--- config.mk ---
export PLATFORM = sky130hd
export DESIGN_NAME = remote_load_switch
export DESIGN_NICKNAME = d
export VERILOG_FILES = /design/src/hdl/load_switch_pkg.sv /design/src/hdl/remote_load_switch.sv /design/src/hdl/sync_bits.sv /design/src/hdl/telegram_rx.sv
export SDC_FILE = /design/constraint.sdc
export NUM_CORES = 1
export LEC_CHECK = 0
export CELL_PAD_IN_SITES_DETAIL_PLACEMENT = 0
export CELL_PAD_IN_SITES_GLOBAL_PLACEMENT = 1
export CORE_ASPECT_RATIO = 0.6
export CORE_UTILIZATION = 51
export DETAILED_ROUTE_END_ITERATION = 12
export DONT_BUFFER_PORTS = 1
export GPL_TIMING_DRIVEN = 0
export HOLD_SLACK_MARGIN = 0.12
export PLACE_DENSITY = 0.81
export SYNTH_ARGS = -nofsm -noshare
export SYNTH_HDL_FRONTEND = slang
export SYNTH_SLANG_ARGS = --single-unit
--- constraint.sdc ---
create_clock -name ref_clk_i -period 6.3 [get_ports ref_clk_i]
set_input_delay 0.63 -clock ref_clk_i [delete_from_list [all_inputs] [get_ports ref_clk_i]]
set_output_delay 0.63 -clock ref_clk_i [all_outputs]
set_load 0.02 [all_outputs]
--- src/hdl/load_switch_pkg.sv ---
// ==========================================================
// Shared constants and types of the remote load switch
package load_switch_pkg;

  // ==========================================================
  // Timing
  localparam int unsigned CLK_PERIOD_NS  = 8;                   // 125 MHz reference clock
  localparam int unsigned BIT_TIME_NS    = 3330000;             // 3.33 ms per telegram bit
  localparam int unsigned BIT_CYCLES     = BIT_TIME_NS / CLK_PERIOD_NS;
  localparam int unsigned MS_TIME_NS     = 1000000;             // Millisecond time base
  localparam int unsigned MS_CYCLES      = MS_TIME_NS / CLK_PERIOD_NS;
  localparam int unsigned TIMEOUT_MIN    = 3;                   // Reception loss window
  localparam int unsigned TIMEOUT_MS     = TIMEOUT_MIN * 60000;
  localparam int unsigned WARN_TIME_MS   = 60000;               // Warning before shutoff
  localparam int unsigned WARN_BEEPS     = 10;
  localparam int unsigned WARN_PERIOD_MS = WARN_TIME_MS / WARN_BEEPS;
  localparam int unsigned BEEP_ON_MS     = 100;                 // Length of one beep
  localparam int unsigned BEEP_GAP_MS    = 100;                 // Silence after one beep

  // ==========================================================
  // Qualification
  localparam logic [1:0] QUAL_COUNT = 2'h3;                     // Identical decisions to act
  localparam logic [1:0] QUAL_ONE   = 2'h1;                     // Fast shutdown count

  // ==========================================================
  // Telegram layout, bit 0 first on the line
  localparam int unsigned FRAME_BITS = 18;
  localparam int unsigned SOC_LSB    = 0;
  localparam int unsigned GEN_LSB    = 8;
  localparam int unsigned EXC_LSB    = 12;
  localparam int unsigned NIGHT_BIT  = 16;
  localparam logic [7:0]  SOC_MAX    = 8'h64;                   // 100 percent
  localparam logic [7:0]  SOC_TOP    = 8'h5a;                   // 90 percent, top band
  localparam logic [7:0]  BAND_DIV   = 8'h0a;
  localparam logic [3:0]  ID_MAX     = 4'h9;
  localparam logic [3:0]  EXC_ON     = 4'h0;
  localparam logic [3:0]  EXC_OFF    = 4'h9;
  localparam logic [3:0]  SEL_MAX    = 4'h9;

  // ==========================================================
  // Jumper block, one-hot
  localparam int unsigned JMP_W      = 5;
  localparam logic [4:0]  JMP_SOC    = 5'h01;
  localparam logic [4:0]  JMP_GEN    = 5'h02;
  localparam logic [4:0]  JMP_SOLAR  = 5'h04;
  localparam logic [4:0]  JMP_EXCESS = 5'h08;
  localparam logic [4:0]  JMP_NIGHT  = 5'h10;

  typedef enum logic [2:0] {MODE_NONE, MODE_SOC, MODE_GEN, MODE_SOLAR, MODE_EXCESS, MODE_NIGHT} mode_t;
  typedef enum logic [1:0] {WANT_HOLD, WANT_ON, WANT_OFF} want_t;

endpackage : load_switch_pkg

--- src/hdl/remote_load_switch.sv ---
`timescale 1ns/10ps
module remote_load_switch
  import load_switch_pkg::*;
#(
  parameter int unsigned BIT_CYC     = BIT_CYCLES,     // Cycles per telegram bit
  parameter int unsigned MS_CYC      = MS_CYCLES,      // Cycles per millisecond tick
  parameter int unsigned TIMEOUT_TMS = TIMEOUT_MS,     // Silence before failsafe, ms
  parameter int unsigned WARN_PER_MS = WARN_PERIOD_MS  // Spacing of warning beeps, ms
) (
  input  wire logic       ref_clk_i,
  input  wire logic       resetn_i,
  input  wire logic       ook_i,                        // Demodulated carrier envelope
  input  wire logic [3:0] first_threshold_selector_i,   // Rotary, 0 to 9
  input  wire logic [3:0] second_threshold_selector_i,  // Rotary, 0 to 9
  input  wire logic [4:0] mode_jumper_i,                // One-hot jumper block
  input  wire logic       button_i,                     // S terminals closed
  output logic            load_en_o,                    // Load switch on
  output logic            buzzer_o                      // Buzzer drive
);
  // ==========================================================
  // State
  typedef struct packed {
    logic [16:0] ms_div;      // Millisecond prescaler
    logic [3:0]  sel1_q;      // Last seen first selector
    logic [3:0]  sel2_q;      // Last seen second selector
    logic [1:0]  sel_init;    // Sync stages filled; all ones once baselined
    logic [4:0]  beep_pend;   // Step beeps still to play
    logic [7:0]  beep_ms;     // Step beep timer
    logic [17:0] silence_ms;  // Time since last good telegram
    logic        timed_out;   // Reception lost
    want_t       last_want;   // Last telegram decision
    logic [1:0]  qual_cnt;    // Identical decisions in a row
    mode_t       mode_q;      // Mode of previous cycle
    logic        decided;     // Data-driven load state
    logic        warn;        // Shutoff warning running
    logic [3:0]  warn_beeps;  // Warning beeps done
    logic [12:0] warn_ms;     // Position within one warning beep
    logic        load_out;
    logic        buzz_out;
  } top_t;

  top_t s;
  top_t next_s;

  logic        line;          // Synchronised carrier
  logic [7:0]  sel_sync;      // Both selectors, synchronised
  logic [5:0]  misc_sync;     // Jumpers and button, synchronised
  logic [3:0]  sel1;
  logic [3:0]  sel2;
  logic [4:0]  jumper;
  logic        button;
  logic        rx_valid;
  logic        rx_err;
  logic [7:0]  rx_soc;
  logic [3:0]  rx_gen;
  logic [3:0]  rx_exc;
  logic        rx_night;

  // ==========================================================
  // Pin synchronisers
  sync_bits #(.W(1)) u_sync_line (
    .ref_clk_i (ref_clk_i),
    .resetn_i  (resetn_i),
    .d_i       (ook_i),
    .q_o       (line)
  );

  sync_bits #(.W(8)) u_sync_sel (
    .ref_clk_i (ref_clk_i),
    .resetn_i  (resetn_i),
    .d_i       ({second_threshold_selector_i, first_threshold_selector_i}),
    .q_o       (sel_sync)
  );

  sync_bits #(.W(6)) u_sync_misc (
    .ref_clk_i (ref_clk_i),
    .resetn_i  (resetn_i),
    .d_i       ({button_i, mode_jumper_i}),
    .q_o       (misc_sync)
  );

  assign sel1   = sel_sync[3:0];
  assign sel2   = sel_sync[7:4];
  assign jumper = misc_sync[JMP_W-1:0];
  assign button = misc_sync[JMP_W];

  // ==========================================================
  // Telegram receiver
  telegram_rx #(.BIT_CYC(BIT_CYC)) u_rx (
    .ref_clk_i (ref_clk_i),
    .resetn_i  (resetn_i),
    .line_i    (line),
    .valid_o   (rx_valid),
    .err_o     (rx_err),
    .soc_o     (rx_soc),
    .gen_o     (rx_gen),
    .exc_o     (rx_exc),
    .night_o   (rx_night)
  );

  // ==========================================================
  // Decision logic
  mode_t      mode;
  logic       tick;
  logic [3:0] band;
  want_t      want;
  logic [3:0] d1;
  logic [3:0] d2;
  logic [5:0] pend_sum;
  logic [1:0] cnt_new;
  logic [1:0] need;

  always_comb begin
    case (jumper)
      JMP_SOC:    mode = MODE_SOC;
      JMP_GEN:    mode = MODE_GEN;
      JMP_SOLAR:  mode = MODE_SOLAR;
      JMP_EXCESS: mode = MODE_EXCESS;
      JMP_NIGHT:  mode = MODE_NIGHT;
      default:    mode = MODE_NONE;
    endcase
  end

  assign tick = (s.ms_div == '0);

  assign band = (rx_soc >= SOC_TOP) ? SEL_MAX : 4'(rx_soc / BAND_DIV);

  always_comb begin
    want = WANT_HOLD;
    case (mode)
      MODE_SOC: begin
        // On at or above second, off at or below first
        if (band >= sel2) begin
          want = WANT_ON;
        end else if (band <= sel1) begin
          want = WANT_OFF;
        end
      end
      MODE_GEN: begin
        // Generator runs below second, stops at or above first
        if (band < sel2) begin
          want = WANT_ON;
        end else if (band >= sel1) begin
          want = WANT_OFF;
        end
      end
      MODE_SOLAR: begin
        // Arrays below the sent identifier stay on
        want = (!rx_night && rx_gen > sel1) ? WANT_ON : WANT_OFF;
      end
      MODE_EXCESS: begin
        // Position 9 keeps the consumer on
        want = (sel1 == SEL_MAX || rx_exc == EXC_ON) ? WANT_ON : WANT_OFF;
      end
      MODE_NIGHT: begin
        want = rx_night ? WANT_ON : WANT_OFF;
      end
      default: begin
        want = WANT_HOLD;
      end
    endcase
  end

  assign cnt_new = (want == s.last_want) ? ((s.qual_cnt == QUAL_COUNT) ? QUAL_COUNT : s.qual_cnt + 2'h1) : QUAL_ONE;
  assign need = ((mode == MODE_SOLAR || mode == MODE_EXCESS) && want == WANT_OFF) ? QUAL_ONE : QUAL_COUNT;

  assign d1       = (sel1 > s.sel1_q) ? sel1 - s.sel1_q : s.sel1_q - sel1;
  assign d2       = (sel2 > s.sel2_q) ? sel2 - s.sel2_q : s.sel2_q - sel2;
  assign pend_sum = 6'(s.beep_pend) + (&s.sel_init ? 6'(d1) + 6'(d2) : 6'h00);

  // Next state of the controller
  always_comb begin
    next_s        = s;
    next_s.ms_div = tick ? 17'(MS_CYC - 1) : s.ms_div - 17'h00001;
    next_s.mode_q = mode;
    next_s.sel1_q = sel1;
    next_s.sel2_q = sel2;
    // Synchronisers show zeros after reset; baseline only real pin levels
    next_s.sel_init = (&s.sel_init) ? s.sel_init : s.sel_init + 2'h1;

    // Step beeps; new steps queue up behind the running one
    next_s.beep_pend = (pend_sum > 6'h1f) ? 5'h1f : pend_sum[4:0];
    if (tick && s.beep_ms != '0) begin
      next_s.beep_ms = s.beep_ms - 8'h01;
    end else if (s.beep_ms == '0 && pend_sum != '0) begin
      next_s.beep_ms   = 8'(BEEP_ON_MS + BEEP_GAP_MS);
      next_s.beep_pend = (pend_sum > 6'h20) ? 5'h1f : 5'(pend_sum - 6'h01);
    end

    if (rx_valid) begin
      next_s.silence_ms = '0;
      next_s.timed_out  = 1'b0;
    end else if (tick && !s.timed_out) begin
      next_s.silence_ms = s.silence_ms + 18'h00001;
      if (s.silence_ms == 18'(TIMEOUT_TMS - 1)) begin
        next_s.timed_out = 1'b1;
        next_s.qual_cnt  = '0;
        if (mode != MODE_SOC) begin
          next_s.decided = 1'b0;
          next_s.warn    = 1'b0;
        end
      end
    end

    if (rx_err) begin
      next_s.qual_cnt = '0;
    end

    if (s.warn && tick) begin
      next_s.warn_ms = s.warn_ms + 13'h0001;
      if (s.warn_ms == 13'(WARN_PER_MS - 1)) begin
        next_s.warn_ms    = '0;
        next_s.warn_beeps = s.warn_beeps + 4'h1;
        // load drops after the tenth beep
        if (s.warn_beeps == 4'(WARN_BEEPS - 1)) begin
          next_s.warn    = 1'b0;
          next_s.decided = 1'b0;
        end
      end
    end

    if (rx_valid) begin
      next_s.last_want = want;
      next_s.qual_cnt  = cnt_new;
      if (cnt_new >= need) begin
        if (want == WANT_ON) begin
          next_s.decided = 1'b1;
          next_s.warn    = 1'b0;
        end else if (want == WANT_OFF) begin
          if (mode == MODE_SOC) begin
            // warn first when load is on
            if (s.decided && !s.warn) begin
              next_s.warn       = 1'b1;
              next_s.warn_beeps = '0;
              next_s.warn_ms    = '0;
            end
          end else begin
            next_s.decided = 1'b0;
          end
        end
      end
    end

    // mode change or bad jumpers start over
    if (mode != s.mode_q || mode == MODE_NONE) begin
      next_s.decided  = 1'b0;
      next_s.warn     = 1'b0;
      next_s.qual_cnt = '0;
    end

    next_s.load_out = (mode != MODE_NONE) && (s.decided || button);

    if (&s.sel_init && sel1 == sel2) begin
      next_s.buzz_out = 1'b1;
    end else if (s.warn && mode == MODE_SOC) begin
      next_s.buzz_out = (s.warn_ms < 13'(BEEP_ON_MS));
    end else begin
      next_s.buzz_out = (s.beep_ms > 8'(BEEP_GAP_MS));
    end
  end

  // State register
  always_ff @(posedge ref_clk_i or negedge resetn_i) begin
    if (!resetn_i) begin
      s <= '0;
    end else begin
      s <= next_s;
    end
  end

  assign load_en_o = s.load_out;
  assign buzzer_o  = s.buzz_out;
endmodule : remote_load_switch

--- src/hdl/sync_bits.sv ---
`timescale 1ns/10ps
// ==========================================================
// Two-stage synchroniser for a group of pin levels
module sync_bits #(
  parameter int unsigned W = 1
) (
  input  wire logic         ref_clk_i,
  input  wire logic         resetn_i,
  input  wire logic [W-1:0] d_i,
  output logic      [W-1:0] q_o
);
  typedef struct packed {
    logic [W-1:0] meta;    // First stage, read only by second
    logic [W-1:0] stable;  // Second stage
  } sync_t;

  sync_t s;
  sync_t next_s;

  // Shift pins through both stages
  always_comb begin
    next_s.meta   = d_i;
    next_s.stable = s.meta;
  end

  // State register
  always_ff @(posedge ref_clk_i or negedge resetn_i) begin
    if (!resetn_i) begin
      s <= '0;
    end else begin
      s <= next_s;
    end
  end

  assign q_o = s.stable;
endmodule : sync_bits

--- src/hdl/telegram_rx.sv ---
`timescale 1ns/10ps
// ==========================================================
// Bit timing and telegram assembly from the demodulated carrier
module telegram_rx
  import load_switch_pkg::*;
#(
  parameter int unsigned BIT_CYC = BIT_CYCLES
) (
  input  wire logic       ref_clk_i,
  input  wire logic       resetn_i,
  input  wire logic       line_i,    // Synchronised carrier present
  output logic            valid_o,   // One-cycle pulse, fields valid
  output logic            err_o,     // One-cycle pulse, corrupt frame
  output logic      [7:0] soc_o,
  output logic      [3:0] gen_o,
  output logic      [3:0] exc_o,
  output logic            night_o
);
  typedef enum logic [1:0] {RX_IDLE, RX_START, RX_DATA, RX_STOP} rx_state_t;

  typedef struct packed {
    rx_state_t              state;
    logic [19:0]            tmr;     // Bit timer
    logic [4:0]             idx;     // Data bit index
    logic [FRAME_BITS-1:0]  shreg;   // Frame shifter
    logic                   valid;
    logic                   err;
    logic [7:0]             soc;
    logic [3:0]             gen;
    logic [3:0]             exc;
    logic                   night;
  } rx_t;

  rx_t s;
  rx_t next_s;
  logic plausible;                   // Field ranges are sane

  // Range check of the assembled frame
  assign plausible = (s.shreg[SOC_LSB+:8] <= SOC_MAX) && (s.shreg[GEN_LSB+:4] <= ID_MAX) &&
                     ((s.shreg[EXC_LSB+:4] == EXC_ON) || (s.shreg[EXC_LSB+:4] == EXC_OFF));

  // Receiver sequence
  always_comb begin
    next_s       = s;
    next_s.valid = 1'b0;
    next_s.err   = 1'b0;
    case (s.state)
      RX_IDLE: begin
        if (line_i) begin
          next_s.state = RX_START;
          next_s.tmr   = 20'(BIT_CYC / 2);
        end
      end
      RX_START: begin
        if (s.tmr == '0) begin
          // Glitch shorter than half a bit is dropped
          next_s.state = line_i ? RX_DATA : RX_IDLE;
          next_s.tmr   = 20'(BIT_CYC - 1);
          next_s.idx   = '0;
        end else begin
          next_s.tmr = s.tmr - 20'h00001;
        end
      end
      RX_DATA: begin
        // one sample per 3.33 ms bit
        if (s.tmr == '0) begin
          next_s.shreg = {line_i, s.shreg[FRAME_BITS-1:1]};
          next_s.tmr   = 20'(BIT_CYC - 1);
          next_s.idx   = s.idx + 5'h01;
          if (s.idx == 5'(FRAME_BITS - 1)) begin
            next_s.state = RX_STOP;
          end
        end else begin
          next_s.tmr = s.tmr - 20'h00001;
        end
      end
      RX_STOP: begin
        if (s.tmr == '0) begin
          next_s.state = RX_IDLE;
          if (!line_i && !(^s.shreg) && plausible) begin
            next_s.valid = 1'b1;
            next_s.soc   = s.shreg[SOC_LSB+:8];
            next_s.gen   = s.shreg[GEN_LSB+:4];
            next_s.exc   = s.shreg[EXC_LSB+:4];
            next_s.night = s.shreg[NIGHT_BIT];
          end else begin
            next_s.err = 1'b1;
          end
        end else begin
          next_s.tmr = s.tmr - 20'h00001;
        end
      end
      default: begin
        next_s.state = RX_IDLE;
      end
    endcase
  end

  // State register
  always_ff @(posedge ref_clk_i or negedge resetn_i) begin
    if (!resetn_i) begin
      s <= '0;
    end else begin
      s <= next_s;
    end
  end

  assign valid_o = s.valid;
  assign err_o   = s.err;
  assign soc_o   = s.soc;
  assign gen_o   = s.gen;
  assign exc_o   = s.exc;
  assign night_o = s.night;
endmodule : telegram_rx

==> results.toml <==
[status]
status = "complete, no violations"

[logic_synthesis]
synth_compound_gate_area_share = 0.127
synth_largest_area_cell = "dfrtp_1"
yosysWarnings = 0
synth_adder_area_share = 0.101
synth_ff_type = "dfrtp_1"
syn-num-nets = 1113
synth_top_area_frac = 0.455
synth.mux.area_fraction = 0.0241
synth_cell_types = 76
synth_edf_count = 0
synth_area_um2 = 9900
ys_seq_area_frac = 0.455
yosysMostFrequentCell = "dfrtp_1"
synthTopCellsByCount = "180 x dfrtp_1, 103 x nor2_1, 87 x nand2_1"
yosys.area_share.simple = 0.179
synth_xor_area_frac = 0.0690
synth.area.top_cells = "dfrtp_1 46%, ha_1 8.7%, nor2_1 3.9%, xnor2_1 3.7%, o21ai_0 3.7%"
syn_avg_cell_area_um2 = 9.69
ys_seq_elements = 180
synthCells = 1021
synth_top_family_by_area = "simple AND/OR/NAND/NOR gates"
async_reset_ff_frac = 1.00

[worst_setup_path]
ff2ff_path_depth = 22
setup.worst_path.start = "u_rx.soc_o[4]$_DFFE_PN0P_"
critical-path-max-stage-delay_ps = 650
endpoint = "s[7]$_DFF_PN0_"
worstPathCellList = "clkbuf_1 -> nand3b_1 -> a21oi_1 -> a221oi_1 -> a21boi_0 -> a2111oi_0 -> a2111oi_0 -> ha_1 -> a41oi_1 -> o32a_1 -> a31oi_1 -> xor2_1 -> nand2b_1 -> nor2_1 -> ha_1 -> nor2_1 -> nor2_1 -> and4b_1 -> o211a_1 -> or2_2 -> buf_2 -> nor2_1"
path_common_cell = "nor2_1"
path_max_fanout = 10
cp-start-kind = "flop"
worstReg2RegStart = "u_rx.soc_o[4]$_DFFE_PN0P_"
cp-end-kind = "flop"
rrSetupSlack_ps = 590
timing.critical_path.arrival_ps = 6070
critPathSlowestCell = "a2111oi_0"
rr_endpoint = "s[7]$_DFF_PN0_"
required_ps = 6660
setup.worst_path.class = "flop to flop"

[sta]
period_share = 0.906
slew_violations = 0
slew_headroom = 0.374
clock_skew_ps = 16.4
rsz0062_at_grt = "no"
finalSetupViolCount = 0
max_freq_mhz = 175
min_period_ps = 5710
tightest_slew_ps = 940
hold_viol = 0
setup-tns-final_ps = 0

[power_and_ir_drop]
p_leak_nw = 4.87
p_per_area_nw_per_um2 = 320
fin_total_pwr_w = 0.00348
vdd_drop_max_v = 0.000190

[finish]
num-fill-cells = 1664
diodes = 0
nNetsFinal = 1133
area_growth_pct = 9.89
postLayoutCoreUtil = 0.571
layout-drive-gt1-share = 0.0712

[clock_tree]
cts_sinks = 180
clkTransAtPathRegs_ps = 70
h-tree-depth = 4
root_buffer = "clkbuf_16"
ctsHoldBuffers = 1
ctsResizeCount = 0
cts_made_buffers = 17
cts_buffer_depth = 2
cts_tree = "yes"
post_cts_buffers = 0
clk-insertion-delay-late_ps = 450

[route]
drt-pass1-iter-count = 4
postRouteWirelength_um = 20100
num_vias = 7104
post_drt_via_cell_ratio = 5.46
drc = 0
drt_iter0_markers = 516
wl_per_cell_um = 15.5
antenna_left = 0

[floorplan]
rows = 39
ios = 19
die_w_um = 182
die_area_um2 = 20000
dieHeight_um = 110
start_util = 0.520
coreArea_um2 = 19000

[flow_run]
cap_violations = 0

[grt]
grt_max_degree = 181
grt_pass1_wl_um = 34100
antenna_found_initial = 0
grt_usage = 0.219
grt_pass1_vias = 6585
grt.overflow.total = 0

[place]
hpwl_um = 14100
port_buffers = 0
gp_congestion = 0.849

[worst_hold_path]
hold_class = "input port to async pin"
metrics by stage:
stage	instance area [um^2]	setup WS (ps)	hold WS, ps	instances
2_1_floorplan	9900	1470	331	1021
3_3_place_gp	10200	707	332	1267
3_5_place_dp	10200	706	336	1267
4_1_cts	10900	667	195	1300
5_1_grt	10900	104	185	1300
6_report	10900	589	191	1300
cells in the final DEF (no fill, tap or decap), drive strengths merged, types with 5 or more instances in the layout:
cell type / count
mux2: 15
nand4: 9
mux2i: 7
xnor2: 42
clkbuf: 41
inv: 80
buf: 11
o22a: 6
a21oi: 55
xor2: 36
a41oi: 5
dfrtp: 180
or2: 5
nor2b: 6
a21o: 13
nor4: 15
and3: 6
or3: 13
ha: 69
nand2: 89
nand2b: 10
nor2: 104
and2: 9
a31oi: 7
nand3: 33
fa: 6
o21ai: 75
nor3: 29
where the power goes:
group | switching, W | internal (W) | leakage (nW) | total [W]
registers | 0.0000824 | 0.00124 | 2.29 | 0.00132
clock network | 0.000487 | 0.000679 | 0.305 | 0.00117
logic | 0.000586 | 0.000399 | 2.27 | 0.000985
total | 0.00116 | 0.00232 | 4.87 | 0.00348
logic make-up (layout without fill, tap and decap cells):
family | after synthesis | in the layout
and+or+nand+nor | 352 | 352
AOI/OAI and AO/OA | 205 | 205
DFF | 180 | 180
buffers and inverters | 107 | 140
xor gates and xnor gates | 78 | 78
adders and majority gates | 77 | 77
muxes | 22 | 22
sequential cells by signal (all words and copies together) (netlist names), named ones only:
| signal | flops |
|---|---|
| u_rx.exc_o | 4 |
| u_sync_line.next_s | 1 |
| u_rx.valid_o | 1 |
| s | 85 |
| buzzer_o | 1 |
| u_sync_misc.q_o | 6 |
| u_rx.soc_o | 7 |
| load_en_o | 1 |
| u_sync_misc.next_s | 6 |
| u_rx.gen_o | 4 |
| u_sync_line.q_o | 1 |
| u_rx.err_o | 1 |
| u_sync_sel.q_o | 8 |
| u_rx.s | 44 |
| u_sync_sel.next_s | 8 |
| u_rx.night_o | 1 |
metal layers:
layer  vias to the layer above  track usage  part of all wire
met2                       125        0.280              0.37
met4                         0       0.0508            0.0079
li1                       3579            -                 -
met3                        10       0.0583             0.052
met5                         -            0                 0
met1                      3390        0.354              0.57
critical path: cells and delay by family (launching register included):
family                     cells  cell delay [ps]
AOI/OAI and AO/OA              9             2670
and+or+nand+nor                8             1300
buffers and inverters          2              530
adders and majority gates      2              530
DFF                            1              370
xor gates and xnor gates       1              220
final cells by class:
cell class,count,area (um^2),share of cell area
clock inverters,14,214,0.0197
multi-input cells,734,4950,0.455
clock buffers,18,429,0.0395
well taps,246,308,0.0283
flip-flops and latches,180,4500,0.414
inverters,73,274,0.0252
repair buffers,1,27.5,0.00253
plain buffers,34,169,0.0155
worst min-delay path by stage:
| stage | slack [ps] | start | to |
|---|---|---|---|
| 2_1_floorplan | 330 | resetn_i | async pin |
| 6_report | 190 | resetn_i | u_sync_sel.next_s[2]$_DFF_PN0_ |
| 3_5_place_dp | 340 | resetn_i | u_rx.s[48]$_DFFE_PN0P_ |
| 3_3_place_gp | 330 | u_sync_misc.next_s[4]$_DFF_PN0_ | u_sync_misc.q_o[4]$_DFF_PN0_ |
| 5_1_grt | 180 | second_threshold_selector_i[3] | u_sync_sel.next_s[7]$_DFF_PN0_ |
| 4_1_cts | 190 | second_threshold_selector_i[0] | u_sync_sel.next_s[4]$_DFF_PN0_ |
No activity file was read; power rests on OpenSTA's default activity.
